File: src/verilog/apc_cfg.svh
// constants of the attribute palette controller: ports, indexes, fields, resets
// assumes 16-bit host i/o addresses and 8-bit data lanes
`ifndef APC_CFG_SVH
`define APC_CFG_SVH

// host i/o ports
`define APC_PORT_INDEX      16'h03C0
`define APC_PORT_DATA_RD    16'h03C1
`define APC_PORT_STAT_MONO  16'h03BA
`define APC_PORT_STAT_COLOR 16'h03DA

// index register fields
`define APC_IDX_SEL_MSB     4
`define APC_IDX_PAL_SRC     5

// indexed register addresses
`define APC_REG_PAL_LAST    5'h0F
`define APC_REG_MODE        5'h10
`define APC_REG_OVERSCAN    5'h11
`define APC_REG_PLANE_EN    5'h12
`define APC_REG_PAN         5'h13
`define APC_REG_COLOR_SEL   5'h14
`define APC_REG_MISC        5'h16
`define APC_REG_MISC1       5'h17

// mode control fields
`define APC_MODE_GRAPHICS   0
`define APC_MODE_BLINK      3
`define APC_MODE_PAN_OFF    5
`define APC_MODE_HALF_RATE  6
`define APC_MODE_SEC_SEL    7

// writable bits per register, reserved bits stay zero
`define APC_MASK_PAL        8'h3F
`define APC_MASK_MODE       8'hEF
`define APC_MASK_PLANE_EN   8'h3F
`define APC_MASK_LOW4       8'h0F
`define APC_MASK_MISC       8'hF3
`define APC_MASK_MISC1      8'h80
`define APC_MASK_INDEX      8'h3F

// reset values
`define APC_RST_REG         8'h00
`define APC_RST_INDEX       6'h00

// blink half period in pixel clocks
`define APC_BLINK_CYCLES    8388608

`endif

File: src/verilog/apc_pkg.sv
// types of the attribute palette controller
// assumes apc_cfg.svh is included by the design file
package apc_pkg;

  typedef enum logic [0:0] {
    APC_TGL_INDEX = 1'b0,
    APC_TGL_DATA  = 1'b1
  } apc_toggle_e;

  // one pixel from display memory
  typedef struct packed {
    logic [7:0] mem_byte;     // raw byte, used in linear 256-colour modes
    logic [3:0] color_index;  // one bit per plane, or text fg/bg nibble
    logic       attr_blink;   // text attribute bit 7
    logic       split_region; // pixel lies in the split-screen region
    logic       second_win;   // secondary window overlays the primary one
  } apc_px_in_s;

  // one pixel to the video output latch
  typedef struct packed {
    logic [7:0] video;        // pb pg pr si sb sg, then colour select 3:2
    logic [3:0] pan_shift;    // panning to apply downstream
  } apc_px_out_s;

endpackage
File: src/verilog/apc_attr_unit.sv
// attribute_unit: host index/data access, 16-entry palette, mode control, blink
// assumes the host i/o strobes and pixel stream are synchronous to core_clk
// Behaviour
// - palette-source bit 1 blocks host palette writes; pixels use palette lookups.
// - palette-source bit 0 allows palette writes; output is overscan colour.
// - index bits 4:0 select the register reached by the data phase.
// - index register written at 3C0 while toggle is in index state, read at 3C0 in either state.
// - indexed registers read at 3C1, written at 3C0 in data state.
// - four plane bits address one of 16 entries; entry goes to latch.
// - entries hold six colour bits; bits 7 and 6 read zero.
// - secondary-select 1 takes secondary blue/green from colour select bits 0,1.
// - secondary-select 0 takes secondary blue/green from entry bits 4,5.
// - linear 256-colour mode passes the memory data byte to the latch in place of the palette lookup.
// - half-rate bit outputs one pixel per two clocks, four per character.
// - mode bit 5 set suppresses panning in the split-screen region.
// - panning is not applied where the secondary window overlays.
// - text blink applies to characters with attribute bit 7 set.
// - graphics blink applies to pixels with intensity plane bit set.
// - blink toggles palette address bit 3 at the blink rate.
// - with blink on, non-blinking pixels use the upper eight entries.
// - with blink off, palette address bit 3 comes from video data.
// - a read of the input status port resets the toggle to index.
// - every byte write to 3C0 flips the toggle, except in a cycle with a status port read, which sets it to index.
// - a 16-bit word write to 3C0 leaves the toggle in index state.
// - mode bit 0 selects graphics processing when 1, text when 0.
`timescale 1ns/1ps
`include "apc_cfg.svh"

module apc_attr_unit
  import apc_pkg::*;
#(
  parameter int unsigned BLINK_CYCLES = `APC_BLINK_CYCLES
) (
  input  wire logic        core_clk,
  input  wire logic        sys_rst,
  input  wire logic [15:0] io_addr,
  input  wire logic        io_wr,
  input  wire logic        io_rd,
  input  wire logic        io_word,
  input  wire logic        io16_en,
  input  wire logic [15:0] io_wdata,
  output logic      [7:0]  io_rdata,
  output logic             io_rdata_valid,
  input  wire logic        linear_256_mode,
  input  wire apc_px_in_s  px_in,
  input  wire logic        px_in_valid,
  output logic             px_in_ready,
  output apc_px_out_s      px_out,
  output logic             px_out_valid,
  input  wire logic        px_out_ready
);

  apc_toggle_e toggle;
  logic [5:0]  index_reg;
  logic [5:0]  palette_entries [16];
  logic [7:0]  mode_ctl;
  logic [7:0]  overscan;
  logic [7:0]  plane_en;
  logic [7:0]  pan_reg;
  logic [7:0]  color_sel;
  logic [7:0]  misc_reg;
  logic [7:0]  misc1_reg;

  // host access decode
  logic        wr_idx_port;
  logic        word_wr;
  logic        byte_wr;
  logic        stat_rd;
  logic        reg_wr;
  logic [4:0]  reg_wr_sel;
  logic [7:0]  reg_wr_data;
  logic [7:0]  next_rdata;
  logic [4:0]  sel;

  assign sel         = index_reg[`APC_IDX_SEL_MSB:0];
  assign wr_idx_port = io_wr && (io_addr == `APC_PORT_INDEX);
  assign word_wr     = wr_idx_port && io_word && io16_en;
  assign byte_wr     = wr_idx_port && !word_wr;
  assign stat_rd     = io_rd && ((io_addr == `APC_PORT_STAT_MONO) ||
                                 (io_addr == `APC_PORT_STAT_COLOR));
  assign reg_wr      = word_wr || (byte_wr && (toggle == APC_TGL_DATA));
  assign reg_wr_data = word_wr ? io_wdata[15:8] : io_wdata[7:0];
  assign reg_wr_sel  = word_wr ? io_wdata[`APC_IDX_SEL_MSB:0] : sel;

  // index/data toggle
  always_ff @(posedge core_clk or posedge sys_rst) begin
    if (sys_rst) begin
      toggle <= APC_TGL_INDEX;
    end else if (stat_rd) begin
      toggle <= APC_TGL_INDEX;
    end else if (word_wr) begin
      toggle <= APC_TGL_INDEX;
    end else if (byte_wr) begin
      toggle <= (toggle == APC_TGL_INDEX) ? APC_TGL_DATA : APC_TGL_INDEX;
    end
  end

  // index register
  always_ff @(posedge core_clk or posedge sys_rst) begin
    if (sys_rst) begin
      index_reg <= `APC_RST_INDEX;
    end else if (word_wr || (byte_wr && (toggle == APC_TGL_INDEX))) begin
      index_reg <= io_wdata[5:0];
    end
  end

  // palette entries, written only while the pipeline is off the palette
  always_ff @(posedge core_clk or posedge sys_rst) begin
    if (sys_rst) begin
      for (int i = 0; i < 16; i++) begin
        palette_entries[i] <= `APC_RST_INDEX;
      end
    end else if (reg_wr && (reg_wr_sel <= `APC_REG_PAL_LAST) &&
                 !index_reg[`APC_IDX_PAL_SRC]) begin
      palette_entries[reg_wr_sel[3:0]] <= reg_wr_data[5:0];
    end
  end

  // control registers, one block per index; unused indexes match none
  always_ff @(posedge core_clk or posedge sys_rst) begin
    if (sys_rst) begin
      mode_ctl <= `APC_RST_REG;
    end else if (reg_wr && (reg_wr_sel == `APC_REG_MODE)) begin
      mode_ctl <= reg_wr_data & `APC_MASK_MODE;
    end
  end

  always_ff @(posedge core_clk or posedge sys_rst) begin
    if (sys_rst) begin
      overscan <= `APC_RST_REG;
    end else if (reg_wr && (reg_wr_sel == `APC_REG_OVERSCAN)) begin
      overscan <= reg_wr_data;
    end
  end

  always_ff @(posedge core_clk or posedge sys_rst) begin
    if (sys_rst) begin
      plane_en <= `APC_RST_REG;
    end else if (reg_wr && (reg_wr_sel == `APC_REG_PLANE_EN)) begin
      plane_en <= reg_wr_data & `APC_MASK_PLANE_EN;
    end
  end

  always_ff @(posedge core_clk or posedge sys_rst) begin
    if (sys_rst) begin
      pan_reg <= `APC_RST_REG;
    end else if (reg_wr && (reg_wr_sel == `APC_REG_PAN)) begin
      pan_reg <= reg_wr_data & `APC_MASK_LOW4;
    end
  end

  always_ff @(posedge core_clk or posedge sys_rst) begin
    if (sys_rst) begin
      color_sel <= `APC_RST_REG;
    end else if (reg_wr && (reg_wr_sel == `APC_REG_COLOR_SEL)) begin
      color_sel <= reg_wr_data & `APC_MASK_LOW4;
    end
  end

  always_ff @(posedge core_clk or posedge sys_rst) begin
    if (sys_rst) begin
      misc_reg <= `APC_RST_REG;
    end else if (reg_wr && (reg_wr_sel == `APC_REG_MISC)) begin
      misc_reg <= reg_wr_data & `APC_MASK_MISC;
    end
  end

  always_ff @(posedge core_clk or posedge sys_rst) begin
    if (sys_rst) begin
      misc1_reg <= `APC_RST_REG;
    end else if (reg_wr && (reg_wr_sel == `APC_REG_MISC1)) begin
      misc1_reg <= reg_wr_data & `APC_MASK_MISC1;
    end
  end

  // read data mux
  always_comb begin
    next_rdata = 8'h00;
    if (io_addr == `APC_PORT_INDEX) begin
      next_rdata = {2'b00, index_reg} & `APC_MASK_INDEX;
    end else if (io_addr == `APC_PORT_DATA_RD) begin
      if (sel <= `APC_REG_PAL_LAST) begin
        next_rdata = {2'b00, palette_entries[sel[3:0]]};
      end else begin
        case (sel)
          `APC_REG_MODE:      next_rdata = mode_ctl;
          `APC_REG_OVERSCAN:  next_rdata = overscan;
          `APC_REG_PLANE_EN:  next_rdata = plane_en;
          `APC_REG_PAN:       next_rdata = pan_reg;
          `APC_REG_COLOR_SEL: next_rdata = color_sel;
          `APC_REG_MISC:      next_rdata = misc_reg;
          `APC_REG_MISC1:     next_rdata = misc1_reg;
          default:            next_rdata = 8'h00;
        endcase
      end
    end
  end

  always_ff @(posedge core_clk or posedge sys_rst) begin
    if (sys_rst) begin
      io_rdata       <= 8'h00;
      io_rdata_valid <= 1'b0;
    end else begin
      io_rdata_valid <= io_rd && ((io_addr == `APC_PORT_INDEX) ||
                                  (io_addr == `APC_PORT_DATA_RD));
      if (io_rd) begin
        io_rdata <= next_rdata;
      end
    end
  end

  // blink rate divider
  logic [31:0] blink_cnt;
  logic        blink_phase;

  always_ff @(posedge core_clk or posedge sys_rst) begin
    if (sys_rst) begin
      blink_cnt   <= 32'h0000_0000;
      blink_phase <= 1'b0;
    end else if (blink_cnt >= BLINK_CYCLES - 1) begin
      blink_cnt   <= 32'h0000_0000;
      blink_phase <= !blink_phase;
    end else begin
      blink_cnt <= blink_cnt + 32'h0000_0001;
    end
  end

  // two-entry input buffer
  apc_px_in_s buf_mem [2];
  logic       buf_wp;
  logic       buf_rp;
  logic [1:0] buf_cnt;
  logic       buf_push;
  logic       buf_pop;
  logic       buf_valid;
  apc_px_in_s cur;

  assign px_in_ready = (buf_cnt != 2'd2);
  assign buf_valid   = (buf_cnt != 2'd0);
  assign buf_push    = px_in_valid && px_in_ready;
  assign cur         = buf_mem[buf_rp];

  always_ff @(posedge core_clk or posedge sys_rst) begin
    if (sys_rst) begin
      buf_wp  <= 1'b0;
      buf_rp  <= 1'b0;
      buf_cnt <= 2'd0;
    end else begin
      if (buf_push) begin
        buf_wp <= !buf_wp;
      end
      if (buf_pop) begin
        buf_rp <= !buf_rp;
      end
      buf_cnt <= buf_cnt + {1'b0, buf_push} - {1'b0, buf_pop};
    end
  end

  always_ff @(posedge core_clk) begin
    if (buf_push) begin
      buf_mem[buf_wp] <= px_in;
    end
  end

  // half-rate pacing
  logic half_phase;
  logic lat_load;

  assign lat_load = buf_valid && (!px_out_valid || px_out_ready) &&
                    (!mode_ctl[`APC_MODE_HALF_RATE] || half_phase);
  assign buf_pop  = lat_load;

  always_ff @(posedge core_clk or posedge sys_rst) begin
    if (sys_rst) begin
      half_phase <= 1'b0;
    end else if (!mode_ctl[`APC_MODE_HALF_RATE]) begin
      half_phase <= 1'b0;
    end else begin
      half_phase <= !half_phase;
    end
  end

  // palette lookup
  logic [3:0] masked_idx;
  logic       blink_src;
  logic [3:0] pal_addr;
  logic [5:0] entry;
  logic       sec_b;
  logic       sec_g;
  logic [7:0] next_video;
  logic [3:0] next_pan;

  always_comb begin
    masked_idx = cur.color_index & plane_en[3:0];
    blink_src  = mode_ctl[`APC_MODE_GRAPHICS] ? masked_idx[3]
                                              : cur.attr_blink;
    pal_addr   = masked_idx;
    if (mode_ctl[`APC_MODE_BLINK]) begin
      pal_addr[3] = blink_src ? blink_phase : 1'b1;
    end
    entry = palette_entries[pal_addr];
    if (mode_ctl[`APC_MODE_SEC_SEL]) begin
      sec_b = color_sel[0];
      sec_g = color_sel[1];
    end else begin
      sec_b = entry[4];
      sec_g = entry[5];
    end
    if (!index_reg[`APC_IDX_PAL_SRC]) begin
      next_video = overscan;
    end else if (linear_256_mode) begin
      next_video = cur.mem_byte;
    end else begin
      next_video = {color_sel[3:2], sec_g, sec_b, entry[3:0]};
    end
    if (cur.second_win || (cur.split_region && mode_ctl[`APC_MODE_PAN_OFF])) begin
      next_pan = 4'h0;
    end else begin
      next_pan = pan_reg[3:0];
    end
  end

  // output latch data
  always_ff @(posedge core_clk or posedge sys_rst) begin
    if (sys_rst) begin
      px_out <= '0;
    end else if (lat_load) begin
      px_out.video     <= next_video;
      px_out.pan_shift <= next_pan;
    end
  end

  // output latch valid, held until taken
  always_ff @(posedge core_clk or posedge sys_rst) begin
    if (sys_rst) begin
      px_out_valid <= 1'b0;
    end else if (lat_load) begin
      px_out_valid <= 1'b1;
    end else if (px_out_ready) begin
      px_out_valid <= 1'b0;
    end
  end

endmodule // apc_attr_unit

File: config.mk
export PLATFORM = sky130hd
export DESIGN_NAME = apc_attr_unit
export DESIGN_NICKNAME = d
export VERILOG_FILES = /design/src/verilog/apc_pkg.sv /design/src/verilog/apc_attr_unit.sv
export VERILOG_INCLUDE_DIRS = /design/src /design/src/verilog
export SDC_FILE = /design/constraint.sdc
export NUM_CORES = 1
export LEC_CHECK = 0
export BUFFER_PORTS_ARGS = -buffer_cell sky130_fd_sc_hd__buf_2
export CORE_AREA = 4 4 145 147
export DETAILED_ROUTE_END_ITERATION = 12
export DIE_AREA = 0 0 149 151
export GPL_ROUTABILITY_DRIVEN = 0
export PLACE_DENSITY = 0.78
export SKIP_CTS_REPAIR_TIMING = 1
export SLEW_MARGIN = 25
export SYNTH_ARGS = -nofsm -noshare
export SYNTH_HDL_FRONTEND = slang
export SYNTH_SLANG_ARGS = --single-unit
File: constraint.sdc
create_clock -name core_clk -period 11.61 [get_ports core_clk]
set_input_delay 0.5805 -clock core_clk [delete_from_list [all_inputs] [get_ports core_clk]]
set_output_delay 0.5805 -clock core_clk [all_outputs]
set_load 0.005 [all_outputs]
# Word level (Yosys, flattened, before mapping)
# Memory sizes are Yosys's and may differ from the RTL's.
# Cells that the tools add are included.
# totals
in_bits,56
word_cells,144
out_inout_bits,23
regBits,199
ram_bits,30
mem_count,1
# mem_list
memory,depth,word_bits,read_ports,rd_clocked_by_memory_dff,wr,line,text
buf_mem,2,15,1,0,1,apc_attr_unit.sv:229,apc_px_in_s buf_mem [2];
# op_classes
add_sub_neg,3
n_bitwise,5
n_eq_ne,19
n_lt_le_gt_ge,7
reduce_logical,40
n_mux,33
# ops
operator,count
$bwmux W96,1
$eq A5 B5 Y1 const B,14
$eq A16 B10 Y1 const B,4
$pmux W8 S7,1
$bmux W6 S4,2
$mux W8,6
$add A32 B1 Y32 const B,1
$ge A32 B23 Y1 const B,1
$mux W32,1
$mux W6,5
$demux W6 S4,1
$logic_and A1 B1 Y1,22
$ge A5 B5 Y1 const B,3
$not A4 Y5,3
$mux W1,14
$le A5 B4 Y1 const B,2
$logic_not A1 Y1,8
$logic_or A1 B1 Y1,7
$lt A5 B1 Y1 const B,1
$mux W5,1
$and A4 B4 Y4,1
$mux W4,1
$reduce_bool A2 Y1,2
$reduce_bool A3 Y1,1
4 further kinds,4

# Longest topological paths before layout
# An unclocked memory read counts as a cell.
# logic_depth
depth_word,12
ltp_mapped,10
mapped_depth_nobuf,8

# Worst setup path before layout
# OpenSTA, ideal clock, no wires.
# synth_timing
kind,in2reg
from,input io_addr[11]
to,register palette_entries[17] (netlist name)
n_path_buf,3
arrival_time_ns,2.962
path_stages,9
setup_ns,0.137
t_required_ns,11.473
setup_slack_ns,8.511
cell_sequence,or4_4 or4_4 buf_6 or3_4 clkbuf_8 and2_4 a211oi_4 buf_4 a21oi_1
# synth_between
elab_chain_cells,11
elab_cells_between_ends,20
cone_classes,order compare (3); eq/ne (1); mux (5); bitwise (1); reduce/logical (10)
# synth_lines
item,line,text
start: declaration,apc_attr_unit.sv:36,"input wire logic [15:0] io_addr,"
$eq A16 B10 Y1 (no source line) (*),n/a,
$logic_and A1 B1 Y1 (*),apc_attr_unit.sv:76,assign wr_idx_port = io_wr && (io_addr == `APC_PORT_INDEX);
$logic_and A1 B1 Y1 (2 in a row),apc_attr_unit.sv:77,assign word_wr = wr_idx_port && io_word && io16_en;
$mux W5,apc_attr_unit.sv:83,assign reg_wr_sel = word_wr ? io_wdata[`APC_IDX_SEL_MSB:0] : sel;
$not A4 Y5 (implied by the code),apc_attr_unit.sv:115,palette_entries[reg_wr_sel[3:0]] <= reg_wr_data[5:0];
$ge A5 B5 Y1 (implied by the code) / $lt A5 B1 Y1 (equally long branches),apc_attr_unit.sv:115,
$logic_and A1 B1 Y1 (implied by the code),apc_attr_unit.sv:115,
$mux W6 (implied by the code),apc_attr_unit.sv:115,
$demux W6 S4,apc_attr_unit.sv:115,
$bwmux W96,apc_attr_unit.sv:115,
end signal: indexed assignment,apc_attr_unit.sv:111,palette_entries[i] <= `APC_RST_INDEX;
end signal: indexed assignment,apc_attr_unit.sv:115,
end: declaration,apc_attr_unit.sv:55,logic [5:0] palette_entries [16];
# Every way passes the cells marked *; elsewhere a longest branch is shown, timed or not.
# A chain may end at the register's enable or synchronous reset.

# Worst setup path in the final report
# layout_timing
from,register buf_rp
to,register px_out[4] (netlist name)
# layout_between
elab_chain_cells,11
# layout_lines
item,line,text
start: declaration,apc_attr_unit.sv:231,logic buf_rp;
start signal: assignment,apc_attr_unit.sv:253,buf_rp <= !buf_rp;
$mem_v2 Z2 W15 (*),n/a,
$and A4 B4 Y4,apc_attr_unit.sv:294,masked_idx = cur.color_index & plane_en[3:0];
$mux W1,apc_attr_unit.sv:295,blink_src = mode_ctl[`APC_MODE_GRAPHICS] ? masked_idx[3]
$mux W1,apc_attr_unit.sv:299,pal_addr[3] = blink_src ? blink_phase : 1'b1;
$mux W1,apc_attr_unit.sv:298,if (mode_ctl[`APC_MODE_BLINK]) begin
$not A4 Y5 (implied by the code),apc_attr_unit.sv:301,entry = palette_entries[pal_addr];
$bmux W6 S4,apc_attr_unit.sv:301,
$mux W6 (implied by the code) (2 in a row),apc_attr_unit.sv:301,
$mux W8 (*),apc_attr_unit.sv:311,end else if (linear_256_mode) begin
$mux W8 (*),apc_attr_unit.sv:309,if (!index_reg[`APC_IDX_PAL_SRC]) begin
end: declaration,apc_attr_unit.sv:48,"output apc_px_out_s px_out,"
# Every way passes the cells marked *; elsewhere a longest branch is shown, timed or not. The select of a mux whose other input is x is not followed.

==> run_results.csv <==
group,metric,value,unit
die,start_util,58.71,%
route,viasPerCell,6.597,
timing,maxSlewHeadroom,28.91,%
power_and_ir_drop,leakage,5.480,nW
setup_path,path_max_fanout,21,
die,num_io_pins,79,
route,drtIter0Drc,1126,
setup_path,path_class,"flip-flop to flip-flop",
cells_and_area,diodes,0,
die,die_h,151,um
synth,yosysWarningCount,0,
synth,async_flop_share,86.90,%
power_and_ir_drop,seq_power_share,48.8,%
synth,synth_edf_count,30,
status,outcome,"complete, no violations",
cells_and_area,top_register,"palette_entries",
power_and_ir_drop,switchingPower,0.0004629,W
die,coreArea,19910,sq um
clocking,cts_sinks,229,
synth,synth_cells,1120,
grt,grt-busiest-layer,"met2",
placed_design,port_buffers,78,
timing,timing.setup.tns,0,ns
synth,ys_ff_latch,229,
route,drc_errors,0,
clocking,htreeDepth,1,
clocking,clk_pin_slew_worst_paths,0.06,ns
placed_design,hpwl,20310,um
route,ant_nets,0,
synth,yosysSeqAreaShare,50.31,%
grt,grt_max_degree,117,
clocking,cts_max_path_buffers,3,
power_and_ir_drop,internal-power,0.001368,W
setup_path,setup.worst_path.start_class,"flip-flop",
grt,antenna_found_initial,1,
grt,grt_pass1_wl,50330,um
route,avgRoutedWirePerCell,21.74,um
synth,synth_top_cell_area_share,42.60,%
power_and_ir_drop,p_clk_share,41.0,%
clocking,clock_latency,0.52,ns
cells_and_area,largest_reg_flops,96,
synth,synth.area.top_cells,"dfrtp_1 43%, a21oi_1 12%, mux4_2 7.9%",
setup_path,reg2reg_to,"px_out[4]$_DFFE_PP0P_",
timing,min_period_over_period,30.55,%
power_and_ir_drop,swShare,25.28,%
timing,skew,0.01224,ns
synth,syn_area,11690,sq um
synth,yosysUniqueCellTypes,74,
cells_and_area,n_fill_cell,1575,
setup_path,cp_data_required_time,11.97,ns
route,vias,9559,
grt,overflow,0,
timing,tightestPinTransition,1.058,ns
route,first_pass_iters,6,
timing,period_needed,3.546,ns
cells_and_area,num-nets-final,1220,
setup_path,ff2ff_path_depth,6,
timing,hold_viol,0,
synth,post_synth.cell_area_avg,10.44,sq um
cells_and_area,largestRegisters,"palette_entries x96, blink_cnt x32, buf_mem x30",
setup_path,r2r_slack,8.06,ns
cells_and_area,syn2layout_area_growth,11.33,%
cells_and_area,drive_gt1_share,19.42,%
grt,first_global_vias,9347,
die,std_cell_rows,52,
setup_path,worstReg2RegStart,"buf_rp$_DFFE_PP0P_",
setup_path,arrival,3.90,ns
route,routed_wl,31500,um
power_and_ir_drop,ir_worst_vdd,0.0001063,V
power_and_ir_drop,powerDensity,140.7,nW/um^2
timing,drv_slew,0,
clocking,numCtsBuffers,25,
timing,fmax,282.0,MHz
grt,use_met2,45.26,%
setup_path,setup.worst_path.end_class,"flip-flop",
job,maxCapViolCount,0,
timing,grt_setup_unrepaired,"false",
grt,use_met1,38.12,%
clocking,clockRootBuffer,"clkbuf_16",
synth,yosys.area.top_type,"dfrtp_1",
timing,setup_viol,0,
min_path,min_path_type,"primary input to async pin",
grt,track_usage,28.17,%
power_and_ir_drop,pwr-share-comb,10.3,%
grt,gr-usage-met3,5.386,%
die,die_x,149,um
power_and_ir_drop,finalPower,0.001831,W
clocking,cts_tree,"yes",
synth,ys.flop_type,"dfrtp_1",
die,dieArea,22500,sq um
==> power groups by stage <==
stage          sequential, W  combinational, W  clock [W]
2_1_floorplan       0.000892          0.000128          0
6_report            0.000893          0.000188   0.000750
3_3_place_gp        0.000906          0.000183          0
5_1_grt             0.000897          0.000207   0.000790
3_5_place_dp        0.000908          0.000187          0
4_1_cts             0.000893          0.000189   0.000759
==> worst max-delay path by stage <==
stage / start / end
2_1_floorplan: sys_rst / blink_cnt[0]$_DFF_PP0_
3_3_place_gp: io_addr[3] / palette_entries[16]$_DFFE_PP0P_
3_5_place_dp: io_addr[3] / palette_entries[70]$_DFFE_PP0P_
4_1_cts: buf_rp$_DFFE_PP0P_ / px_out[4]$_DFFE_PP0P_
5_1_grt: buf_rp$_DFFE_PP0P_ / px_out[4]$_DFFE_PP0P_
6_report: buf_rp$_DFFE_PP0P_ / px_out[4]$_DFFE_PP0P_
==> layout make-up <==
cell class	instances	area (sq um)	area share, %
clock buffer	32	671.9	5.163
clock inverter	13	102.6	0.7885
inverter	19	78.83	0.6058
multi-input combinational	788	5394	41.45
sequential	229	5883	45.21
tap	270	337.8	2.596
timing repair buffer	98	544.3	4.183
==> per-layer routing <==
metal  wire length, um  up-vias
met5                12        -
met3              2869       98
met4              1427        2
met2             14970      541
met1             12220     4690
li1                  -     4228
==> cell usage in the layout, fill, tap and decap left out, types with 19 or more instances in the layout <==
cell type / n
nor2_1: 53
mux4_2: 41
a21oi_1: 276
edfxtp_1: 30
dfrtp_1: 197
mux2i_1: 23
o21ai_0: 20
nand2_1: 78
nand3_1: 26
nand4_1: 22
buf_4: 19
clkbuf_16: 25
buf_2: 78
==> per-stage QoR <==
stage | worst slack [ns] | cell area [sq um] | hold slack [ns] | utilization [%] | std cells
after global routing | 7.986 | 13010 | 0.2424 | 65.36 | 1449
after CTS | 8.042 | 13010 | 0.2435 | 65.33 | 1449
after floorplan | 5.604 | 11720 | 0.3976 | - | 1127
after detailed placement | 7.630 | 12230 | 0.4250 | 61.44 | 1404
after global placement | 7.823 | 12220 | 0.4107 | 61.39 | 1404
final | 8.064 | 13010 | 0.2203 | 65.36 | 1449
==> critical path, stage by stage (launching register included) <==
cell and delay (ns):
dfrtp_1 0.89, mux2_2 0.46, nand2_1 0.74, mux4_2 0.59, and2_1 0.14, a221oi_1 0.39, a221oi_1 0.17
==> cell families (layout without fill, tap and decap cells) <==
family / count (synthesis) / in the layout / share of synthesized area [%]
xor+xnor: 25 / 25 / 1.873
other cells: 1 / 8 / 0.03208
mux: 83 / 83 / 11.83
buf+inv: 110 / 162 / 4.025
fa+ha+maj: 3 / 3 / 0.3212
compound gates: 390 / 390 / 19.42
simple gates: 279 / 279 / 12.19
flops: 229 / 229 / 50.31
==> cells in the mapped netlist (all sizes together), types with 8 or more instances <==
library cell	n
a21oi	276
a22oi	11
a31oi	8
and2	11
and3	12
buf	23
clkbuf	68
dfrtp	199
edfxtp	30
inv	19
mux2	18
mux2i	24
mux4	41
nand2	78
nand2b	12
nand3	26
nand4	22
nor2	57
nor2b	10
nor3	21
nor4	8
o21ai	33
xnor2	10
xor2	15
No activity file was read; power rests on OpenSTA's default activity.
